File: config.mk
export PLATFORM = sky130hd
export DESIGN_NAME = sdac_ctrl
export DESIGN_NICKNAME = d
export VERILOG_FILES = /design/src/sdac_pkg.sv /design/src/sdac_decim.sv /design/src/sdac_ctrl.sv
export VERILOG_INCLUDE_DIRS = /design/src
export SDC_FILE = /design/constraint.sdc
export NUM_CORES = 1
export LEC_CHECK = 0
export ABC_AREA = 1
export BUFFER_PORTS_ARGS = -buffer_cell sky130_fd_sc_hd__buf_2
export CORE_MARGIN = 8
export CORE_UTILIZATION = 40
export DETAILED_ROUTE_END_ITERATION = 7
export GPL_TIMING_DRIVEN = 0
export SLEW_MARGIN = 20
export SYNTH_ARGS = -nofsm -noshare
export SYNTH_HDL_FRONTEND = slang
export SYNTH_SLANG_ARGS = --single-unit
File: constraint.sdc
create_clock -name clk_i -period 7.2 [get_ports clk_i]
set_clock_uncertainty 0.2 [all_clocks]
set_input_delay 1.44 -clock clk_i [delete_from_list [all_inputs] [get_ports clk_i]]
set_output_delay 1.44 -clock clk_i [all_outputs]
set_load 0.01 [all_outputs]
File: src/sdac_consts.svh
// register map, field positions, reset values and timing counts of the converter control
`ifndef SDAC_CONSTS_SVH
`define SDAC_CONSTS_SVH

// register indices; byte address is four times the index
`define SDAC_IDX_DATA 16'h4900
`define SDAC_IDX_CFG 16'h4902
`define SDAC_IDX_INT_CFG 16'h461A
`define SDAC_IDX_INT_FLAG 16'h4616
`define SDAC_IDX_INT_MISS 16'h461C
`define SDAC_ADR_W 18

// configuration fields
`define SDAC_CFG_EN_BIT 0
`define SDAC_CFG_DITH_BIT 1
`define SDAC_CFG_SEL_LSB 8
`define SDAC_CFG_SEL_MSB 11
`define SDAC_CFG_RATE_LSB 12
`define SDAC_CFG_RATE_MSB 14
`define SDAC_CFG_RST 16'h0000
`define SDAC_DATA_RST 16'h0000

// converter bit in the top-level flag, mask and miss registers
`define SDAC_INT_BIT 11

// modulator sample period and conversion lengths
`define SDAC_CLK_PERIOD_NS 50
`define SDAC_MOD_PERIOD_NS 1000
`define SDAC_MOD_CYCLES (`SDAC_MOD_PERIOD_NS / `SDAC_CLK_PERIOD_NS)
`define SDAC_CONV_BASE_US 32
`define SDAC_MOD_RATE_MHZ 1
`define SDAC_CONV_BASE_SAMPLES (`SDAC_CONV_BASE_US * `SDAC_MOD_RATE_MHZ)
`define SDAC_TOP_BITS 5
`define SDAC_TOP_SHIFT 11

`endif

File: src/sdac_pkg.sv
// types shared by the converter control files
`default_nettype none
package sdac_pkg;

  typedef logic [2:0] sdac_rate_t;
  typedef logic [3:0] sdac_sel_t;
  typedef logic [15:0] sdac_word_t;
  typedef logic [12:0] sdac_cnt_t;

  // analog source codes of the input selector
  typedef enum logic [3:0] {
    SDAC_SRC_PIN0 = 4'h0,
    SDAC_SRC_PIN1 = 4'h1,
    SDAC_SRC_PIN2 = 4'h2,
    SDAC_SRC_PIN3 = 4'h3,
    SDAC_SRC_PAD_SUPPLY_Q = 4'h4,
    SDAC_SRC_CORE_HALF = 4'h5,
    SDAC_SRC_RSVD = 4'h6,
    SDAC_SRC_GND = 4'h7,
    SDAC_SRC_VREF = 4'h8,
    SDAC_SRC_DIFF01 = 4'h9,
    SDAC_SRC_DIFF23 = 4'hA
  } sdac_src_e;

  localparam int SDAC_NUM_SRC = 11;

endpackage
`default_nettype wire

File: src/sdac_decim.sv
// decimating counter filter: ones density of the modulator stream to a left-aligned sample
`timescale 1ns/1ps
`default_nettype none
`include "sdac_consts.svh"

module sdac_decim
  import sdac_pkg::*;
(
  input wire logic clk_i,
  input wire logic rst_i,
  input wire logic flush_i,
  input wire logic stb_i,
  input wire logic bit_i,
  input wire sdac_rate_t rate_i,
  output logic done_o,
  output sdac_word_t result_o
);

  sdac_cnt_t smp_cnt_q;
  sdac_cnt_t ones_q;
  sdac_cnt_t nsamp;
  sdac_cnt_t total;
  sdac_cnt_t sat;
  logic [3:0] shamt;
  logic last;
  logic [15:0] wide;
  logic [12:0] gap_q;

  // conversion length doubles per rate code
  assign nsamp = 13'(`SDAC_CONV_BASE_SAMPLES) << rate_i;
  assign last = stb_i && (smp_cnt_q == nsamp - 13'd1);
  assign total = ones_q + {12'h000, bit_i};
  // a full-density run would overflow the field, so it saturates to all ones
  assign sat = (total >= nsamp) ? nsamp - 13'd1 : total;
  assign shamt = 4'(`SDAC_TOP_SHIFT) - {1'b0, rate_i};
  assign wide = {3'b000, sat};

  always_ff @(posedge clk_i)
  begin
    if (rst_i || flush_i)
    begin
      smp_cnt_q <= 13'h0000;
      ones_q <= 13'h0000;
    end
    else if (last)
    begin
      smp_cnt_q <= 13'h0000;
      ones_q <= 13'h0000;
    end
    else if (stb_i)
    begin
      smp_cnt_q <= smp_cnt_q + 13'd1;
      ones_q <= total;
    end
  end

  always_ff @(posedge clk_i)
  begin
    if (rst_i)
    begin
      done_o <= 1'b0;
      result_o <= `SDAC_DATA_RST;
    end
    else
    begin
      done_o <= last && !flush_i;
      if (last && !flush_i)
      begin
        result_o <= wide << shamt;
      end
    end
  end

  // helper: strobes counted since the last completion or flush
  always_ff @(posedge clk_i)
  begin
    if (rst_i || flush_i || done_o)
    begin
      gap_q <= 13'h0000;
    end
    else if (stb_i)
    begin
      gap_q <= gap_q + 13'd1;
    end
  end

  conv_length_a: assert property (@(posedge clk_i) disable iff (rst_i || flush_i)
    $rose(done_o) |-> gap_q == nsamp)
    else $error("conversion did not span the selected number of samples");

  done_pulse_a: assert property (@(posedge clk_i) disable iff (rst_i)
    done_o |=> !done_o)
    else $error("completion event lasted more than one cycle");

endmodule
`default_nettype wire

File: src/sdac_ctrl.sv
// sigma-delta converter control: wishbone registers, modulator timing, source routing, interrupt
//
// Our own choices: the register offsets and register access over Wishbone.
`timescale 1ns/1ps
`default_nettype none
`include "sdac_consts.svh"

module sdac_ctrl
  import sdac_pkg::*;
(
  input wire logic clk_i,
  input wire logic rst_i,
  // classic wishbone slave
  input wire logic cyc_i,
  input wire logic stb_i,
  input wire logic we_i,
  input wire logic [`SDAC_ADR_W-1:0] adr_i,
  input wire logic [3:0] sel_i,
  input wire logic [31:0] dat_i,
  output logic [31:0] dat_o,
  output logic ack_o,
  // modulator and analog front end
  input wire logic mod_bit_i,
  output logic mod_stb_o,
  output logic mod_en_o,
  output logic dith_dis_o,
  output logic [SDAC_NUM_SRC-1:0] src_route_o,
  output logic vref_out_en_o,
  // interrupt to the processor
  output logic irq_o
);

  localparam int MOD_CYC = `SDAC_MOD_CYCLES;

  logic [15:0] cfg_q;
  logic [15:0] data_q;
  logic flag_q;
  logic mask_q;
  logic miss_q;
  logic [4:0] div_q;
  logic stb_tick;
  logic bit_s1_q;
  logic bit_s2_q;
  logic done_ev;
  sdac_word_t result;
  logic en;
  sdac_rate_t rate;
  sdac_sel_t src_sel;
  logic [15:0] widx;
  logic acc;
  logic wr;
  logic rd;
  logic lo_lane;
  logic hi_lane;
  logic [15:0] rdata;
  logic flag_clr;
  logic miss_clr;

  assign en = cfg_q[`SDAC_CFG_EN_BIT];
  assign rate = cfg_q[`SDAC_CFG_RATE_MSB:`SDAC_CFG_RATE_LSB];
  assign src_sel = cfg_q[`SDAC_CFG_SEL_MSB:`SDAC_CFG_SEL_LSB];

  // ---- wishbone decode
  assign widx = adr_i[17:2];
  assign acc = cyc_i && stb_i && !ack_o;
  assign wr = acc && we_i;
  assign rd = acc && !we_i;
  assign lo_lane = sel_i[0];
  assign hi_lane = sel_i[1];

  always_ff @(posedge clk_i)
  begin
    if (rst_i)
    begin
      ack_o <= 1'b0;
    end
    else
    begin
      ack_o <= acc;
    end
  end

  // unmapped words answer with zero data and an ordinary ack
  always_comb
  begin
    rdata = 16'h0000;
    unique case (widx)
      `SDAC_IDX_DATA: rdata = data_q;
      `SDAC_IDX_CFG: rdata = cfg_q;
      `SDAC_IDX_INT_FLAG: rdata = 16'(flag_q) << `SDAC_INT_BIT;
      `SDAC_IDX_INT_CFG: rdata = 16'(mask_q) << `SDAC_INT_BIT;
      `SDAC_IDX_INT_MISS: rdata = 16'(miss_q) << `SDAC_INT_BIT;
      default: rdata = 16'h0000;
    endcase
  end

  always_ff @(posedge clk_i)
  begin
    if (rst_i)
    begin
      dat_o <= 32'h0000_0000;
    end
    else if (rd)
    begin
      dat_o <= {16'h0000, rdata};
    end
  end

  // configuration; only the documented fields are writable, the rest read zero
  always_ff @(posedge clk_i)
  begin
    if (rst_i)
    begin
      cfg_q <= `SDAC_CFG_RST;
    end
    else if (wr && widx == `SDAC_IDX_CFG)
    begin
      if (lo_lane)
      begin
        cfg_q[`SDAC_CFG_EN_BIT] <= dat_i[`SDAC_CFG_EN_BIT];
        cfg_q[`SDAC_CFG_DITH_BIT] <= dat_i[`SDAC_CFG_DITH_BIT];
      end
      if (hi_lane)
      begin
        cfg_q[`SDAC_CFG_SEL_MSB:`SDAC_CFG_SEL_LSB] <= dat_i[`SDAC_CFG_SEL_MSB:`SDAC_CFG_SEL_LSB];
        cfg_q[`SDAC_CFG_RATE_MSB:`SDAC_CFG_RATE_LSB] <= dat_i[`SDAC_CFG_RATE_MSB:`SDAC_CFG_RATE_LSB];
      end
    end
  end

  always_ff @(posedge clk_i)
  begin
    if (rst_i)
    begin
      mask_q <= 1'b0;
    end
    else if (wr && widx == `SDAC_IDX_INT_CFG && hi_lane)
    begin
      mask_q <= dat_i[`SDAC_INT_BIT];
    end
  end

  // ---- modulator timing: the divider free-runs only while enabled so the first
  // sample comes a fixed time after enable
  always_ff @(posedge clk_i)
  begin
    if (rst_i || !en)
    begin
      div_q <= 5'd0;
    end
    else if (div_q == 5'(MOD_CYC - 1))
    begin
      div_q <= 5'd0;
    end
    else
    begin
      div_q <= div_q + 5'd1;
    end
  end

  assign stb_tick = en && (div_q == 5'(MOD_CYC - 1));

  always_ff @(posedge clk_i)
  begin
    if (rst_i)
    begin
      mod_stb_o <= 1'b0;
    end
    else
    begin
      mod_stb_o <= stb_tick;
    end
  end

  // comparator output is asynchronous to clk_i
  always_ff @(posedge clk_i)
  begin
    if (rst_i)
    begin
      bit_s1_q <= 1'b0;
      bit_s2_q <= 1'b0;
    end
    else
    begin
      bit_s1_q <= mod_bit_i;
      bit_s2_q <= bit_s1_q;
    end
  end

  // the filter is linear in ones density, so the offset input stage places ground
  // near one third and the reference near two thirds of full scale
  sdac_decim u_decim (
    .clk_i(clk_i),
    .rst_i(rst_i),
    .flush_i(!en),
    .stb_i(stb_tick),
    .bit_i(bit_s2_q),
    .rate_i(rate),
    .done_o(done_ev),
    .result_o(result)
  );

  // result register changes only on a completed conversion
  always_ff @(posedge clk_i)
  begin
    if (rst_i)
    begin
      data_q <= `SDAC_DATA_RST;
    end
    else if (done_ev && en)
    begin
      data_q <= result;
    end
  end

  // ---- source routing, one select line per analog source
  genvar g;
  generate
    for (g = 0; g < SDAC_NUM_SRC; g++)
    begin : g_route
      assign src_route_o[g] = en && (src_sel == 4'(g)) && (4'(g) != SDAC_SRC_RSVD);
    end
  endgenerate

  assign mod_en_o = en;
  assign dith_dis_o = cfg_q[`SDAC_CFG_DITH_BIT];
  assign vref_out_en_o = en;

  // ---- interrupt flag: write one clears, a coincident event wins
  assign flag_clr = wr && widx == `SDAC_IDX_INT_FLAG && hi_lane && dat_i[`SDAC_INT_BIT];
  assign miss_clr = wr && widx == `SDAC_IDX_INT_MISS && hi_lane && dat_i[`SDAC_INT_BIT];

  always_ff @(posedge clk_i)
  begin
    if (rst_i)
    begin
      flag_q <= 1'b0;
    end
    else if (done_ev && en)
    begin
      flag_q <= 1'b1;
    end
    else if (flag_clr)
    begin
      flag_q <= 1'b0;
    end
  end

  // no queueing: an event on a still-pending flag is only recorded as missed
  always_ff @(posedge clk_i)
  begin
    if (rst_i)
    begin
      miss_q <= 1'b0;
    end
    else if (done_ev && en && flag_q && !flag_clr)
    begin
      miss_q <= 1'b1;
    end
    else if (miss_clr)
    begin
      miss_q <= 1'b0;
    end
  end

  assign irq_o = flag_q && mask_q;

  // ---- checks
  mod_period_a: assert property (@(posedge clk_i) disable iff (rst_i || !en)
    stb_tick |-> ##20 stb_tick)
    else $error("modulator strobe not spaced at one microsecond");

  start_at_once_a: assert property (@(posedge clk_i) disable iff (rst_i || !en)
    $rose(en) |-> ##[1:20] stb_tick)
    else $error("no modulator sample soon after enable");

  flag_set_a: assert property (@(posedge clk_i) disable iff (rst_i)
    (done_ev && en) |=> flag_q)
    else $error("completion did not set the pending flag");

  irq_gate_a: assert property (@(posedge clk_i) disable iff (rst_i)
    $rose(irq_o) |-> (($rose(flag_q) && $past(done_ev)) || $rose(mask_q)))
    else $error("interrupt rose without a new event or a newly set mask");

  clear_flag_a: assert property (@(posedge clk_i) disable iff (rst_i)
    (flag_clr && !(done_ev && en)) |=> !flag_q)
    else $error("write of one did not clear the pending flag");

  idle_hold_a: assert property (@(posedge clk_i) disable iff (rst_i)
    (!en && !$past(en)) |-> ($stable(data_q) && !$rose(flag_q)))
    else $error("result or flag changed while disabled");

  vref_pin_a: assert property (@(posedge clk_i) disable iff (rst_i)
    vref_out_en_o == en)
    else $error("reference output not following enable");

  low_bits_a: assert property (@(posedge clk_i) disable iff (rst_i)
    (done_ev && en) |=> ((data_q & (16'hFFFF >> (5 + rate))) == 16'h0000))
    else $error("result has bits below the valid width");

  reserved_src_a: assert property (@(posedge clk_i) disable iff (rst_i)
    (src_sel == SDAC_SRC_RSVD || src_sel > SDAC_SRC_DIFF23 || !en) |-> (src_route_o == '0))
    else $error("reserved or out-of-range source routed");

  back_to_back_a: assert property (@(posedge clk_i) disable iff (rst_i || !en)
    done_ev |-> ##[1:2] (u_decim.smp_cnt_q == 13'h0000))
    else $error("filter did not restart after a conversion");

endmodule
`default_nettype wire

After elaboration in Yosys (flattened, before gate mapping):

Index checks and enable logic that the tools add are counted.

* output and inout port bits: 49
* logic and storage cells: 88
* flip-flop bits (word level): 96
* bits of input ports: 60

* shift-type cells: 2
* order comparisons: 1
* multiplexer cells: 6
* add/subtract/negate cells: 5
* equal/unequal tests: 16
* reductions and logical operators: 42

Operator list (number)
* $eq 16x15->1 const B: 5
* $pmux 16 s5: 1
* $logic_and 1x1->1: 30
* $shl 13x4->16: 1
* $add 13x1->13: 1
* $add 13x1->13 const B: 1
* $eq 13x13->1: 1
* $ge 13x13->1: 1
* $mux 13: 1
* $shl 6x3->13 const A: 1
* $sub 13x1->13 const B: 1
* $eq 4x3->1 const B: 3
* $eq 4x4->1 const B: 3
* $eq 4x2->1 const B: 2
* $add 5x1->5 const B: 1
* $eq 5x5->1 const B: 1
* $eq 4x1->1 const B: 1
* $logic_not 1->1: 4
* $logic_not 4->1: 1
* $mux 1: 4
* $reduce_and 2->1: 2
* $reduce_bool 2->1: 2
* $reduce_or 2->1: 2
* $sub 4x3->4 const A: 1
* $logic_or 1x1->1: 1

Logic depth before layout (Yosys ltp):

* word-level depth: 9
* mapped depth: 22
* mapped depth without buffers: 22

Modules after synthesis:

Synthesis repeated with hierarchy kept, for this count alone.

* cell total of the unflattened synthesis: 849
* area, all modules: 5566.6 um^2

Modules (own cells, without submodules)
* sdac_decim: cells an instance 475, instances 1, seq. area each 860.8 um^2, area each 3065.4 um^2
* sdac_ctrl: cells an instance 374, instances 1, seq. area each 1061.0 um^2, area each 2501.1 um^2

Worst setup path before layout:

Ideal clock, no wire load.

* path type: flip-flop to flip-flop
* start: register u_decim.ones_q[0]
* end: register u_decim.result_o[13]
* path slack: 4.056 ns
* buffers on the path: 1
* period minus slack after synthesis: 3.144 ns
* stages on the path, launching flop included: 20
* data arrival time: 2.826 ns
* cells stage by stage: dfxtp_1 -> ha_1 -> ha_1 -> nand2_1 -> nor2_1 -> nand2_1 -> nor4_1 -> xor2_1 -> ha_1 -> a21oi_1 -> nand2_1 -> nor2_1 -> buf_2 -> nand3_1 -> nand3_1 -> nand3_1 -> nand2_1 -> nor2_1 -> nor2_1 -> nor2_1

* longest elaborated chain between the ends: 4

RTL lines
* start, declared: RTL line sdac_decim.sv:20 `sdac_cnt_t ones_q;`
* start signal, assigned: RTL line sdac_decim.sv:53 `ones_q <= total;`
* $add 13x1->13 (*): RTL line sdac_decim.sv:32 `assign total = ones_q + {12'h000, bit_i};`
* named net u_decim.total[12]: RTL line sdac_decim.sv:22 `sdac_cnt_t total;`
* $ge 13x13->1: RTL line sdac_decim.sv:34 `assign sat = (total >= nsamp) ? nsamp - 13'd1 : total;`
* $mux 13 (*): RTL line sdac_decim.sv:34
* $shl 13x4->16 (*): RTL line sdac_decim.sv:69 `result_o <= wide << shamt;`
* end signal, assigned: RTL line sdac_decim.sv:62 `` result_o <= `SDAC_DATA_RST; ``
* end signal, assigned: RTL line sdac_decim.sv:69
* end, declared: RTL line sdac_decim.sv:16 `output sdac_word_t result_o`

Mark *: on every way through the listed nets, which the timed path passes. The rest lies on a longest branch.
A chain may end at the register's enable or synchronous reset.

Worst setup path after layout:

* start: register u_decim.ones_q[0]
* end: register u_decim.result_o[12]

The elaborated chain is that of the path after synthesis.

==> impl_metrics.ini <==
[yosys]
yosys_warnings = 0
avgSynthCellArea_um2 = 6.75
ys_ff_latch = 96
synthCells = 802
netlist_area_um2 = 5410
ys_types = 40
ys_seq_area_frac = 0.355

[clock_tree]
post-cts-setup-buffers = 0
clock_latency_ps = 360
cts_num_sinks = 96
root_buffer = clkbuf_16
cts_resized = 0
ctsHoldBuffers = 0
tritoncts = done
cts-htree-levels = 3
cts_made_buffers = 9
cts_buffer_depth = 2
path_clk_slew_ps = 70

[placed_design]
place_hpwl_mm = 11.1
io_buffer_count = 64
place_congestion = 0.874

[sta]
worst_pin_slew_ps = 650
hold_viol = 0
finalCritPeriodShare = 0.522
slew_violations = 0
post-route-min-period_ps = 3760
finalSetupViolations = 0
relSlewSlack = 0.565
max_freq_mhz = 266
setup-tns-final_ps = 0
rsz0062_at_grt = false

[layout]
syn2layout_area_growth_pct = 16.8
antenna_cells = 0
nFillCells = 1393
multi_input_area_um2 = 2970
final_core_util = 0.478
layout-drive-gt1-share = 0.176
nets = 966
regArea_um2 = 1920

[status]
status = finished, final reports clean

[floorplanning]
die_w_um = 132
die-area_um2 = 17500
io_pins = 109
die_h_um = 132
coreArea_um2 = 13200
row_count = 42
start_util = 0.409

[routing]
drt_first_pass_iters = 5
drc = 0
postRouteAntennaNets = 0
wl_mm = 14.0
avgRoutedWirePerCell_um = 13.0
via_count = 5212
vias_per_cell = 4.85
drtIter0Drc = 427

[setup_path]
required_ps = 7250
ff2ff_setup_slack_ps = 3440
crit_type = flip-flop to flip-flop
cp-start-kind = flip-flop
worst_r2r_endpoint = u_decim.result_o[12]
rr_startpoint = u_decim.ones_q[0]
critPathMaxFanout = 7
r2r_cells = 18
endpoint_kind = flip-flop
arrival_ps = 3800

[power_and_ir_drop]
swShare = 0.247
pwr-share-seq = 0.502
p_switching_uw = 262
max-vdd-ir-drop_v = 0.0000897
p_comb_frac = 0.040
pwr-share-clk = 0.458
internal_power_uw = 797
p_leak_nw = 2.67
power_density_nw_per_um2 = 167

[global_routing]
grt_pass1_wl_mm = 23.6
overflow = 0
grt_use_total = 0.162
grt_pass1_vias = 4826
grt_max_degree = 21
antenna_found_initial = 0

[worst_hold_path]
hold_class = flip-flop to flip-flop
hold_path_depth = 2
min-delay-start = bit_s1_q
min_to = bit_s2_q

[job]
drv_cap = 0
[per-layer routing]
metal	GRT usage	vias up	routed length [um]
met3	0.0431	18	924
li1	-	2758	-
met2	0.261	133	6230
met5	0	-	0
met4	0.0599	0	287
met1	0.202	2303	6540
[power groups by stage]
stage          clock network (mW)  registers (mW)  logic (mW)
2_1_floorplan                   0           0.544      0.0253
3_3_place_gp                    0           0.544      0.0414
3_5_place_dp                    0           0.544      0.0415
4_1_cts                     0.501           0.532      0.0418
5_1_grt                     0.521           0.532      0.0472
6_report                    0.485           0.532      0.0418
[cell usage in the layout (no fill, tap or decap), types with 2 or more instances in the layout]
| cell type | netlist | routed |
|---|---|---|
| inv_2 | 6 | 6 |
| o21ai_1 | 2 | 2 |
| buf_6 | 6 | 6 |
| a21oi_1 | 51 | 51 |
| nand3_2 | 2 | 2 |
| nor4_1 | 6 | 6 |
| buf_2 | 4 | 68 |
| inv_1 | 66 | 66 |
| xnor2_1 | 3 | 3 |
| nor3_1 | 11 | 11 |
| conb_1 | 1 | 17 |
| nor2_1 | 105 | 105 |
| clkinv_4 | 0 | 2 |
| ha_1 | 13 | 13 |
| buf_4 | 18 | 18 |
| nand2_2 | 11 | 11 |
| nand4_1 | 13 | 13 |
| a21oi_2 | 13 | 13 |
| clkinv_8 | 0 | 3 |
| xor2_1 | 7 | 7 |
| clkbuf_16 | 0 | 9 |
| dfxtp_1 | 96 | 96 |
| clkbuf_8 | 2 | 2 |
| nand3_1 | 82 | 82 |
| clkbuf_1 | 16 | 16 |
| nand3b_1 | 3 | 3 |
| nor2_2 | 2 | 2 |
| or2_2 | 2 | 2 |
| nand2_4 | 2 | 2 |
| o21bai_1 | 2 | 2 |
| o21ai_0 | 42 | 42 |
| nand2_1 | 199 | 199 |
| nor2_4 | 6 | 6 |
[per-stage QoR]
| step | cell area (um2) | hold WS [ps] | setup WS (ps) | total power [mW] | cells |
|---|---|---|---|---|---|
| 5_1_grt | 6330 | 222 | 3060 | 1.10 | 1074 |
| 3_3_place_gp | 6010 | 197 | 3510 | 0.586 | 1058 |
| 4_1_cts | 6330 | 212 | 3440 | 1.07 | 1074 |
| 6_report | 6330 | 208 | 3440 | 1.06 | 1074 |
| 3_5_place_dp | 6010 | 198 | 3460 | 0.586 | 1058 |
| 2_1_floorplan | 5470 | 188 | 4060 | 0.570 | 818 |
[worst max-delay path by stage]
| stage | from | endpoint | slack [ps] | depth (start not counted) |
|---|---|---|---|---|
| final | u_decim.ones_q[0] | u_decim.result_o[12] | 3440 | 18 |
| after CTS | u_decim.ones_q[0] | u_decim.result_o[12] | 3440 | 18 |
| after detailed placement | u_decim.ones_q[0] | u_decim.result_o[12] | 3460 | 18 |
| after global placement | bit_s2_q | u_decim.result_o[12] | 3510 | 18 |
| after floorplan | u_decim.ones_q[0] | u_decim.result_o[13] | 4060 | 19 |
| after global routing | u_decim.ones_q[0] | u_decim.result_o[12] | 3060 | 19 |
[kinds of logic after synthesis]
| kind of cell | after synthesis | synth area share |
|---|---|---|
| adders and majority gates | 13 | 0.0300 |
| and+or+nand+nor | 451 | 0.376 |
| xor gates and xnor gates | 10 | 0.0162 |
| AOI/OAI and AO/OA | 112 | 0.114 |
| DFF | 96 | 0.355 |
| other | 1 | 0.000693 |
| buffers and inverters | 119 | 0.108 |
[Yosys cell counts]
master,number,area (um2)
nand3_1,82,410
nor2_1,105,394
o21ai_1,2,10.0
ha_1,13,163
xnor2_1,3,26.3
nor2_8,1,20.0
nor2_2,2,12.5
buf_4,18,135
nand4_1,13,81.3
nand2_2,11,68.8
nor3b_1,1,7.51
nor2_4,6,67.6
nor3_1,11,55.1
nor4_1,6,37.5
nand3_4,1,17.5
nand2_4,2,22.5
or2_1,1,6.26
clkinv_1,1,3.75
inv_1,66,248
o21ai_0,42,210
clkbuf_8,2,27.5
xor2_1,7,61.3
nand2_1,199,747
a21oi_2,13,114
conb_1,1,3.75
clkbuf_1,16,60.1
and2_1,1,6.26
nor4_2,1,12.5
dfxtp_1,96,1920
inv_2,6,22.5
or2_2,2,12.5
a21oi_1,51,255
o21bai_1,2,15.0
a22oi_1,1,7.51
nand4_2,1,12.5
nand3_2,2,20.0
nand3b_1,3,22.5
buf_2,4,20.0
o21a_1,1,7.51
buf_6,6,67.6
[critical path, stage by stage (launching register included)]
cell and delay (ps):
dfxtp_1 340, ha_1 280, ha_1 330, nand2_1 130, nor2_1 210, nand2_1 100, nor4_1 240, xor2_1 270
ha_1 290, a21oi_1 200, nand3_1 100, nor2_1 360, nand3_1 170, nand3_1 100, nand2_1 100, nand2_1 70
nand2_1 40, nor2_1 90, nor2_1 50
[cell type report]
type / instances / area share
Multi-Input combinational cell: 603 / 0.469
Clock inverter: 7 / 0.0136
Clock buffer: 9 / 0.0356
Sequential cell: 96 / 0.304
Timing Repair Buffer: 64 / 0.0506
Tap cell: 176 / 0.0348
Inverter: 73 / 0.0433
Buffer: 46 / 0.0491
[registers in the layout, summed over array words and instances (netlist names), 5 cells and up]
name               cells
u_decim.ones_q        13
cfg_q                  9
dat_o                 16
u_decim.smp_cnt_q     13
data_q                16
u_decim.result_o      16
div_q                  5
(Power assumes the default switching activity.)
